[src/design/mss_pkg.sv]
// package: register map, function codes, timing and state types of the stop and input-select block
package mss_pkg;
   localparam int MSS_DW    = 16;
   localparam int MSS_NTERM = 5;

   // register word addresses
   localparam logic [3:0] MSS_A_STOP = 4'h0;
   localparam logic [3:0] MSS_A_FWD  = 4'h1;
   localparam logic [3:0] MSS_A_REV  = 4'h2;
   localparam logic [3:0] MSS_A_LOW  = 4'h3;
   localparam logic [3:0] MSS_A_MID  = 4'h4;
   localparam logic [3:0] MSS_A_HIGH = 4'h5;
   localparam logic [3:0] MSS_A_EXT  = 4'h6;
   localparam logic [3:0] MSS_A_STAT = 4'h7;

   // reset values
   localparam logic [15:0] MSS_RST_STOP = 16'h270f;
   localparam logic [15:0] MSS_RST_FWD  = 16'h003c;
   localparam logic [15:0] MSS_RST_REV  = 16'h003d;
   localparam logic [15:0] MSS_RST_LOW  = 16'h0000;
   localparam logic [15:0] MSS_RST_MID  = 16'h0001;
   localparam logic [15:0] MSS_RST_HIGH = 16'h0002;
   localparam logic [15:0] MSS_RST_EXT  = 16'h0000;

   // terminal function codes
   localparam logic [15:0] MSS_FN_LOW  = 16'h0000;
   localparam logic [15:0] MSS_FN_MID  = 16'h0001;
   localparam logic [15:0] MSS_FN_HIGH = 16'h0002;
   localparam logic [15:0] MSS_FN_FWD  = 16'h003c;
   localparam logic [15:0] MSS_FN_REV  = 16'h003d;
   localparam logic [15:0] MSS_FN_NONE = 16'h270f;

   // stop-mode setting ranges
   localparam logic [15:0] MSS_SM_DLY_MAX   = 16'h0064;
   localparam logic [15:0] MSS_SM_DIR_MIN   = 16'h03e8;
   localparam logic [15:0] MSS_SM_DIR_MAX   = 16'h044c;
   localparam logic [15:0] MSS_SM_DECEL     = 16'h270f;
   localparam logic [15:0] MSS_SM_DIR_DECEL = 16'h22b8;

   // timing: one shutoff-delay unit is one second
   localparam int MSS_CLK_HZ   = 200_000_000;
   localparam int MSS_TICK_S   = 1;
   localparam int MSS_TICK_CYC = MSS_CLK_HZ * MSS_TICK_S;

   // status register bit positions
   localparam int MSS_ST_ON    = 0;
   localparam int MSS_ST_DIR   = 1;
   localparam int MSS_ST_DLY   = 2;
   localparam int MSS_ST_COAST = 3;
   localparam int MSS_ST_DECEL = 4;

   typedef enum logic [2:0] {MSS_IDLE, MSS_RUN, MSS_DLY, MSS_DECEL, MSS_COAST} mss_state_e;

   function automatic logic mss_stop_ok(input logic [15:0] v);
      return (v <= MSS_SM_DLY_MAX) || (v >= MSS_SM_DIR_MIN && v <= MSS_SM_DIR_MAX) ||
             (v == MSS_SM_DECEL) || (v == MSS_SM_DIR_DECEL);
   endfunction

   // idx 0 is the forward terminal, idx 1 the reverse terminal
   function automatic logic mss_code_ok(input logic [15:0] c, input int idx);
      logic ok;
      case (c)
         16'h0000, 16'h0001, 16'h0002, 16'h0003, 16'h0004, 16'h0005, 16'h0007, 16'h0008,
         16'h000a, 16'h000c, 16'h000e, 16'h0010, 16'h0012, 16'h0018, 16'h0019, 16'h0025,
         16'h003e, 16'h0041, 16'h0042, 16'h0043, MSS_FN_NONE: ok = 1'b1;
         MSS_FN_REV: ok = (idx <= 1);
         MSS_FN_FWD: ok = (idx == 0);
         default: ok = 1'b0;
      endcase
      return ok;
   endfunction
endpackage

[src/design/mss_top.sv]
// motor stop sequencing and start-input interpretation with terminal function registers
//
// Notes on behaviour
// - setting 0..100: two start inputs; output off that many seconds after release
// - setting 1000..1100: start plus direction; output off (setting-1000) s after release
// - setting 9999 (reset value): two start inputs; release decelerates along the ramp
// - setting 8888: start plus direction; release decelerates along the ramp
// - output-active flag drops exactly when output is shut off, any stop path
// - power-fail, panel, comm-error stop or jog make the stop setting ignored
// - during a delayed stop the ramp keeps following the command until shutoff
// - start during coasting restarts from the starting frequency
// - stop and terminal settings writable only while extended access equals zero
// - five terminal function codes, defaults 60, 61, 0, 1, 2
// - code 61 only on forward/reverse terminals; speed terminals take common set
// - speed terminals default to low, middle, high speed commands
// - one code on several terminals: any of them asserts the function
`timescale 1ns/1ps
module mss_top #(
   parameter int unsigned CYC_PER_SEC = mss_pkg::MSS_TICK_CYC
) (
   // clock and reset
   input  wire logic                      i_clk,
   input  wire logic                      i_rst_n,
   // register port
   input  wire logic [3:0]                i_addr,
   input  wire logic [mss_pkg::MSS_DW-1:0] i_wdata,
   input  wire logic                      i_wr,
   input  wire logic                      i_rd,
   output logic [mss_pkg::MSS_DW-1:0]     o_rdata,
   // contact inputs: fwd, rev, low, mid, high
   input  wire logic [mss_pkg::MSS_NTERM-1:0] i_term,
   // override conditions
   input  wire logic                      i_pwr_fail_stop,
   input  wire logic                      i_panel_stop,
   input  wire logic                      i_comm_err_stop,
   input  wire logic                      i_jog_mode,
   // ramp and motor feedback
   input  wire logic                      i_ramp_zero,
   input  wire logic                      i_motor_stopped,
   // drive control
   output logic                           o_out_on,
   output logic                           o_ramp_run,
   output logic                           o_ramp_decel,
   output logic                           o_dir_rev,
   output logic                           o_start_fmin,
   output logic [2:0]                     o_speed_sel
);
   import mss_pkg::*;

   typedef struct packed {
      logic [15:0]        stop;
      logic [4:0][15:0]   fn;
      logic [15:0]        ext;
      logic [15:0]        rdata;
      mss_state_e         st;
      logic               on;
      logic               ramp;
      logic               decel;
      logic               rev;
      logic               fmin;
      logic               tload;
      logic [2:0]         spd;
   } mss_top_s;

   localparam mss_top_s MSS_RST = '{
      stop:  MSS_RST_STOP,
      fn:    {MSS_RST_HIGH, MSS_RST_MID, MSS_RST_LOW, MSS_RST_REV, MSS_RST_FWD},
      ext:   MSS_RST_EXT,
      rdata: 16'h0000,
      st:    MSS_IDLE,
      on:    1'b0,
      ramp:  1'b0,
      decel: 1'b0,
      rev:   1'b0,
      fmin:  1'b0,
      tload: 1'b0,
      spd:   3'h0
   };

   mss_top_s    r;
   mss_top_s    next_r;

   logic        fwd_f;
   logic        rev_f;
   logic        low_f;
   logic        mid_f;
   logic        high_f;
   logic        dirmode;
   logic        dlymode;
   logic        ovr;
   logic        delayed;
   logic        start_req;
   logic        want_rev;
   logic        unlocked;
   logic [6:0]  secs;
   logic        tmr_done;
   logic [15:0] stat;

   mss_term_map #(
      .N      (MSS_NTERM)
   ) u_map (
      .i_term (i_term),
      .i_code (r.fn),
      .o_fwd  (fwd_f),
      .o_rev  (rev_f),
      .o_low  (low_f),
      .o_mid  (mid_f),
      .o_high (high_f)
   );

   // timer is held clear outside the delay state so a stale expiry cannot leak
   mss_sec_timer #(
      .CYC_PER_SEC (CYC_PER_SEC)
   ) u_tmr (
      .i_clk       (i_clk),
      .i_rst_n     (i_rst_n),
      .i_load      (r.tload),
      .i_clear     (r.st != MSS_DLY),
      .i_secs      (secs),
      .o_done      (tmr_done)
   );

   // stop-setting decode
   assign dirmode = ((r.stop >= MSS_SM_DIR_MIN) && (r.stop <= MSS_SM_DIR_MAX)) ||
                    (r.stop == MSS_SM_DIR_DECEL);
   assign dlymode = (r.stop <= MSS_SM_DLY_MAX) ||
                    ((r.stop >= MSS_SM_DIR_MIN) && (r.stop <= MSS_SM_DIR_MAX));
   assign ovr     = i_pwr_fail_stop | i_panel_stop | i_comm_err_stop | i_jog_mode;
   assign delayed = dlymode && !ovr;
   assign secs    = (r.stop <= MSS_SM_DLY_MAX) ? r.stop[6:0] : 7'(r.stop - MSS_SM_DIR_MIN);

   // both start inputs on in two-input mode means no valid command, so stop
   assign start_req = dirmode ? fwd_f : (fwd_f ^ rev_f);
   assign want_rev  = dirmode ? rev_f : (rev_f && !fwd_f);
   assign unlocked  = (r.ext == 16'h0000);

   always_comb begin
      stat = 16'h0000;
      stat[MSS_ST_ON]    = r.on;
      stat[MSS_ST_DIR]   = r.rev;
      stat[MSS_ST_DLY]   = (r.st == MSS_DLY);
      stat[MSS_ST_COAST] = (r.st == MSS_COAST);
      stat[MSS_ST_DECEL] = r.decel;
   end

   always_comb begin
      next_r = r;
      next_r.fmin  = 1'b0;
      next_r.tload = 1'b0;
      next_r.spd   = {high_f, mid_f, low_f};

      // register writes; illegal values are dropped, not clipped
      if (i_wr) begin
         if (i_addr == MSS_A_EXT) begin
            next_r.ext = i_wdata;
         end
         if (i_addr == MSS_A_STOP && unlocked && mss_stop_ok(i_wdata)) begin
            next_r.stop = i_wdata;
         end
         for (int k = 0; k < MSS_NTERM; k++) begin
            if (i_addr == MSS_A_FWD + 4'(k) && unlocked && mss_code_ok(i_wdata, k)) begin
               next_r.fn[k] = i_wdata;
            end
         end
      end

      // read data stands only in the cycle after the strobe
      next_r.rdata = 16'h0000;
      if (i_rd) begin
         case (i_addr)
            MSS_A_STOP: begin
               next_r.rdata = r.stop;
            end
            MSS_A_FWD, MSS_A_REV, MSS_A_LOW, MSS_A_MID, MSS_A_HIGH: begin
               next_r.rdata = r.fn[3'(i_addr - MSS_A_FWD)];
            end
            MSS_A_EXT: begin
               next_r.rdata = r.ext;
            end
            MSS_A_STAT: begin
               next_r.rdata = stat;
            end
            default: begin
               next_r.rdata = 16'h0000;
            end
         endcase
      end

      case (r.st)
         MSS_IDLE, MSS_COAST: begin
            if (start_req) begin
               next_r.st    = MSS_RUN;
               next_r.on    = 1'b1;
               next_r.ramp  = 1'b1;
               next_r.decel = 1'b0;
               next_r.rev   = want_rev;
               next_r.fmin  = (r.st == MSS_COAST);
            end else if (r.st == MSS_COAST && i_motor_stopped) begin
               next_r.st = MSS_IDLE;
            end
         end
         MSS_RUN: begin
            if (start_req) begin
               next_r.rev = want_rev;
            end else if (delayed) begin
               next_r.st    = MSS_DLY;
               next_r.tload = 1'b1;
            end else begin
               next_r.st    = MSS_DECEL;
               next_r.ramp  = 1'b0;
               next_r.decel = 1'b1;
            end
         end
         MSS_DLY: begin
            if (start_req) begin
               next_r.st  = MSS_RUN;
               next_r.rev = want_rev;
            end else if (ovr) begin
               next_r.st    = MSS_DECEL;
               next_r.ramp  = 1'b0;
               next_r.decel = 1'b1;
            end else if (tmr_done) begin
               next_r.st   = MSS_COAST;
               next_r.on   = 1'b0;
               next_r.ramp = 1'b0;
            end
         end
         MSS_DECEL: begin
            if (start_req) begin
               next_r.st    = MSS_RUN;
               next_r.ramp  = 1'b1;
               next_r.decel = 1'b0;
               next_r.rev   = want_rev;
            end else if (i_ramp_zero) begin
               next_r.st    = MSS_IDLE;
               next_r.on    = 1'b0;
               next_r.decel = 1'b0;
            end
         end
         default: begin
            next_r = MSS_RST;
         end
      endcase
   end

   always_ff @(posedge i_clk or negedge i_rst_n) begin
      if (!i_rst_n) begin
         r <= MSS_RST;
      end else begin
         r <= next_r;
      end
   end

   assign o_rdata      = r.rdata;
   assign o_out_on     = r.on;
   assign o_ramp_run   = r.ramp;
   assign o_ramp_decel = r.decel;
   assign o_dir_rev    = r.rev;
   assign o_start_fmin = r.fmin;
   assign o_speed_sel  = r.spd;
endmodule

[src/design/mss_term_map.sv]
// terminal-to-function decoder: ors every terminal that carries a given function code
`timescale 1ns/1ps
module mss_term_map #(
   parameter int N = 5
) (
   // terminals and their codes
   input  wire logic [N-1:0]       i_term,
   input  wire logic [N-1:0][15:0] i_code,
   // decoded functions
   output logic                    o_fwd,
   output logic                    o_rev,
   output logic                    o_low,
   output logic                    o_mid,
   output logic                    o_high
);
   import mss_pkg::*;

   logic [N-1:0] hit_fwd;
   logic [N-1:0] hit_rev;
   logic [N-1:0] hit_low;
   logic [N-1:0] hit_mid;
   logic [N-1:0] hit_high;

   for (genvar g = 0; g < N; g++) begin : g_term
      assign hit_fwd[g]  = i_term[g] && (i_code[g] == MSS_FN_FWD);
      assign hit_rev[g]  = i_term[g] && (i_code[g] == MSS_FN_REV);
      assign hit_low[g]  = i_term[g] && (i_code[g] == MSS_FN_LOW);
      assign hit_mid[g]  = i_term[g] && (i_code[g] == MSS_FN_MID);
      assign hit_high[g] = i_term[g] && (i_code[g] == MSS_FN_HIGH);
   end

   // shared codes simply or together
   assign o_fwd  = |hit_fwd;
   assign o_rev  = |hit_rev;
   assign o_low  = |hit_low;
   assign o_mid  = |hit_mid;
   assign o_high = |hit_high;
endmodule

[src/design/mss_sec_timer.sv]
// shutoff delay timer: whole seconds counted with a one-second enable divider
`timescale 1ns/1ps
module mss_sec_timer #(
   parameter int unsigned CYC_PER_SEC = mss_pkg::MSS_TICK_CYC
) (
   // clock and reset
   input  wire logic       i_clk,
   input  wire logic       i_rst_n,
   // control
   input  wire logic       i_load,
   input  wire logic       i_clear,
   input  wire logic [6:0] i_secs,
   // expiry pulse
   output logic            o_done
);
   import mss_pkg::*;

   typedef struct packed {
      logic        busy;
      logic [6:0]  secs;
      logic [31:0] div;
      logic        done;
   } mss_tmr_s;

   mss_tmr_s r;
   mss_tmr_s next_r;

   always_comb begin
      next_r = r;
      next_r.done = 1'b0;
      if (i_clear) begin
         next_r.busy = 1'b0;
      end else if (i_load) begin
         // every load restarts the whole delay
         next_r.busy = 1'b1;
         next_r.secs = i_secs;
         next_r.div  = 32'h0000_0000;
      end else if (r.busy) begin
         if (r.secs == 7'h00) begin
            next_r.busy = 1'b0;
            next_r.done = 1'b1;
         end else if (r.div == 32'(CYC_PER_SEC - 1)) begin
            next_r.div  = 32'h0000_0000;
            next_r.secs = r.secs - 7'h01;
         end else begin
            next_r.div = r.div + 32'h0000_0001;
         end
      end
   end

   always_ff @(posedge i_clk or negedge i_rst_n) begin
      if (!i_rst_n) begin
         r <= '0;
      end else begin
         r <= next_r;
      end
   end

   assign o_done = r.done;
endmodule

[config.mk]
export PLATFORM = sky130hd
export DESIGN_NAME = mss_top
export DESIGN_NICKNAME = d
export VERILOG_FILES = /design/src/design/mss_pkg.sv /design/src/design/mss_top.sv /design/src/design/mss_term_map.sv /design/src/design/mss_sec_timer.sv
export SDC_FILE = /design/constraint.sdc
export NUM_CORES = 1
export LEC_CHECK = 0
export BUFFER_PORTS_ARGS = -buffer_cell sky130_fd_sc_hd__buf_4
export CAP_MARGIN = 15
export CORE_ASPECT_RATIO = 1.1
export CORE_MARGIN = 8
export CORE_UTILIZATION = 28
export CTS_CLUSTER_SIZE = 25
export DETAILED_ROUTE_END_ITERATION = 12
export HOLD_SLACK_MARGIN = 0.05
export PLACE_DENSITY = 0.52
export SYNTH_ARGS = -nofsm -noshare
export SYNTH_HDL_FRONTEND = slang
export SYNTH_SLANG_ARGS = --single-unit
[constraint.sdc]
create_clock -name i_clk -period 8.9 [get_ports i_clk]
set_clock_uncertainty 0.1 [all_clocks]
set_input_delay 1.78 -clock i_clk [delete_from_list [all_inputs] [get_ports i_clk]]
set_output_delay 1.78 -clock i_clk [all_outputs]
set_load 0.005 [all_outputs]
==> summary.txt <==
Die
  • Die area: 0.0425 mm2
  • IO Pins: 59
  • Die Span Y: 215 um
  • Core area: 0.0359 mm2
  • Initial Util: 28.2%
  • Rows: 73
  • Die width: 197 um

STA
  • Final min period: 4.27 ns
  • Final Worst Setup Slack: 4.63 ns
  • Endpoints failing setup: 0
  • Worst-margin pin slew: 1.17 ns
  • Setup TNS: 0 ns
  • Final hold vios: 0
  • Max Clock Freq: 234 MHz
  • RSZ-0062 raised after global routing: false
  • Tcrit/Tclk final: 48.0%
  • Final hold slack: 0.415 ns
  • Slew Limit Fails: 0
  • Slew Limit Headroom: 21.8%

Yosys
  • Synth Instances: 1063
  • Synth Warn #: 0
  • Predominant post-synthesis flop cell: dfrtp_1
  • Number of flops mapped to enable cells by yosys: 0
  • Area fraction of the dominant cell type after synthesis: 40.1%
  • Post-Synth XOR/XNOR Area: 2.17%
  • Syn_area_per_cell: 9.51 um2
  • Distinct cells, synth: 79
  • Dominant cells by area after synthesis: dfrtp_1 40%, mux2i_1 5.7%, nand2_1 5.6%
  • Mux cell area share after synthesis: 9.42%
  • Synthesized area: 0.0101 mm2
  • Synth area leader: dfrtp_1
  • Net Count, Synth: 1107
  • Synth Area in Compound Gates: 12.4%
  • Sequential area share after synthesis: 45.0%
  • Synth async-reset ratio: 100%
  • Post-Synth Simple-Gate Area: 24.8%
  • Yosys reg bits: 181
  • Post-Synth Adder-Cell Area: 1.11%
  • Combinational family with the most area after synthesis: simple AND/OR/NAND/NOR gates

Final layout
  • Filler cell count: 3689
  • Non-filler cells, final: 1563
  • Share of layout cells above drive strength 1: 15.4%
  • Antenna diodes: 0
  • Most common library cell in the layout ignoring fill and taps: dfrtp_1
  • Post-route cell area: 0.0114 mm2
  • Most frequent cells in the layout: 162 x dfrtp_1, 152 x nand2_1, 96 x nor2_1
  • Area added between synthesis and finish: 12.8%
  • Nets: 1107

Clock network
  • Worst-path clk slew: 0.07 ns
  • # hold bufs at CTS: 0
  • Clock Tree Root: clkbuf_16
  • H-tree Lvls: 4
  • Sink Count: 181
  • CTS resizes: 0
  • Post-CTS Setup Inserts: 0
  • Clk_lat worst skew: 0.45 ns
  • CTS tree: done
  • Clk buf depth: 2
  • TritonCTS buffer count: 17

Detailed routing
  • Via/cell ratio: 5.16
  • DRC Markers: 0
  • Drt first pass iters: 5
  • Detail Route Antenna Nets: 0
  • Wire length per cell: 18.8 um
  • Routed via count: 8065
  • Final wirelength: 29300 um
  • Iter 0 DRT Violations: 753

Pwr
  • VDD IR max: 0.000135 V
  • Leakage: 5.18 nW
  • Clk network pwr share: 42.6%
  • Seq pwr share: 48.7%
  • Pint: 0.00130 W
  • Pwr dens: 157 mW/mm2
  • Combinational fraction of design power: 8.7%
  • Sw Ratio: 27.3%
  • Switching power: 0.000489 W

Place
  • Placed cells: 1529
  • IO Port Bufs: 58
  • Setup slack at placement: 4.22 ns
  • Cell area after placement: 0.0108 mm2
  • HPWL after detailed placement: 21100 um
  • GPL Wtd Cong: 0.859

Setup path
  • CP max FO: 11
  • Startpoint Class: input pin
  • CP delay by family, top: simple AND/OR/NAND/NOR gates
  • CP Capture Type: register
  • Largest incremental delay on the critical path: 0.42 ns
  • Worst R2R End: o_ramp_decel
  • Crit path kind: input pin to register
  • Critical path's slowest cell: nor2_2
  • R2R cell count: 9
  • FF-to-FF setup slack: 4.91 ns
  • CP bufs+invs: 1
  • Worst EP arrival: 4.52 ns
  • Critical path cell sequence: buf_4, nor3b_1, nand3_1, nor3_1, a221o_1, a211oi_1, ha_1, and3_1, nor2_2, mux2_2, nor4b_2
  • R2R Path Start: r[121]
  • Critical Path RT: 9.15 ns

Global route
  • Met2 usage: 23.4%
  • Pin count of the biggest net entering global routing: 72
  • Vias in the first global route: 7983
  • Wire length of the first global-routing pass: 46300 um
  • Met3 GRT Util: 2.33%
  • Initial antenna violation count: 0
  • Gr busiest metal: met2
  • Total Routing Usage GR: 13.8%
  • Met1 usage: 17.6%
  • Grt total ovfl: 0

Min path
  • Hold Path Class: register to register
  • Cells on Worst Hold Path: 1
  • Hold Path End: u_tmr.r[7]
  • Min-delay src: u_tmr.r[7]

Flow run
  • Max_cap viols: 0

Status
  • Status: finished, final reports clean
-- through the flow --
stage,power (W),utilization [%]
after CTS,0.00181,31.7
after detailed placement,0.00104,30.0
after global placement,0.00104,30.0
after floorplan,0.000969,-
final,0.00179,31.8
after global routing,0.00186,31.8
-- metal layers --
layer,routed length [um],share of wire [%]
met5,0,0
met4,544,1.9
met3,1080,3.7
met2,14600,50
met1,13200,45
-- worst reg2reg max path, cell delays in order, from the launching register on --
cell and delay (ns):
dfrtp_1 0.40, or4_1 0.53, nor3_1 0.46, nand2_1 0.21, o311ai_1 0.60, ha_1 0.34
and3_1 0.18, nor2_2 0.42, mux2_2 0.41, nor4b_2 0.24
-- synth_stat cells (12+ instances only) --
master,instances
nor2_1,96
nand2_1,152
nand3_1,46
mux2i_1,58
xnor2_1,12
o21ai_0,38
a221oi_1,12
clkbuf_1,45
xor2_1,13
dfstp_2,19
and3_1,38
inv_1,16
buf_4,21
a21oi_1,57
nor3_1,33
nor4_1,27
dfrtp_1,162
nand4_1,14
mux4_2,16
buf_2,16
-- cell families after synthesis --
family	count (synthesis)
adders and majority gates	9
and+or+nand+nor	487
AOI/OAI and AO/OA	182
muxes	75
buffers and inverters	104
xor gates and xnor gates	25
DFF	181
-- final cells by class --
class | count | area, um2 | share of cell area [%]
timing repair buffer | 68 | 518 | 4.54
tap | 487 | 609 | 5.34
clock buffer | 20 | 467 | 4.09
inverter | 17 | 63.8 | 0.560
multi-input combinational | 778 | 5060 | 44.4
sequential | 181 | 4550 | 39.9
clock inverter | 12 | 130 | 1.14
-- how the worst max path moves through the flow --
| stage | start | endpoint | slack [ns] | cells after the start |
|---|---|---|---|---|
| floorplan | i_addr[0] | o_rdata[11] | 4.64 | 11 |
| global placement | i_term[0] | o_ramp_decel | 4.25 | 11 |
| detailed placement | i_addr[0] | r[136] | 4.22 | 7 |
| CTS | i_addr[0] | r[136] | 4.68 | 7 |
| global route | i_term[0] | o_ramp_decel | 4.49 | 11 |
| finish | i_term[0] | o_ramp_decel | 4.63 | 11 |
-- sequential cells by signal, summed over array words and instances, names as in the netlist --
| name | count |
|---|---|
| r | 116 |
| u_tmr.r | 40 |
| o_rdata | 16 |
| o_speed_sel | 3 |
| o_dir_rev | 1 |
| o_out_on | 1 |
| o_ramp_decel | 1 |
| o_ramp_run | 1 |
| o_start_fmin | 1 |
| u_tmr.o_done | 1 |
-- power groups by stage --
stage                     Combinational, W  Sequential (W)  Clock (W)
after floorplan                  0.0000919        0.000877          0
after global placement            0.000155        0.000888          0
after detailed placement          0.000157        0.000888          0
after CTS                         0.000157        0.000872   0.000781
after global routing              0.000173        0.000875   0.000812
final                             0.000155        0.000872   0.000763
(Power assumes the default switching activity.)
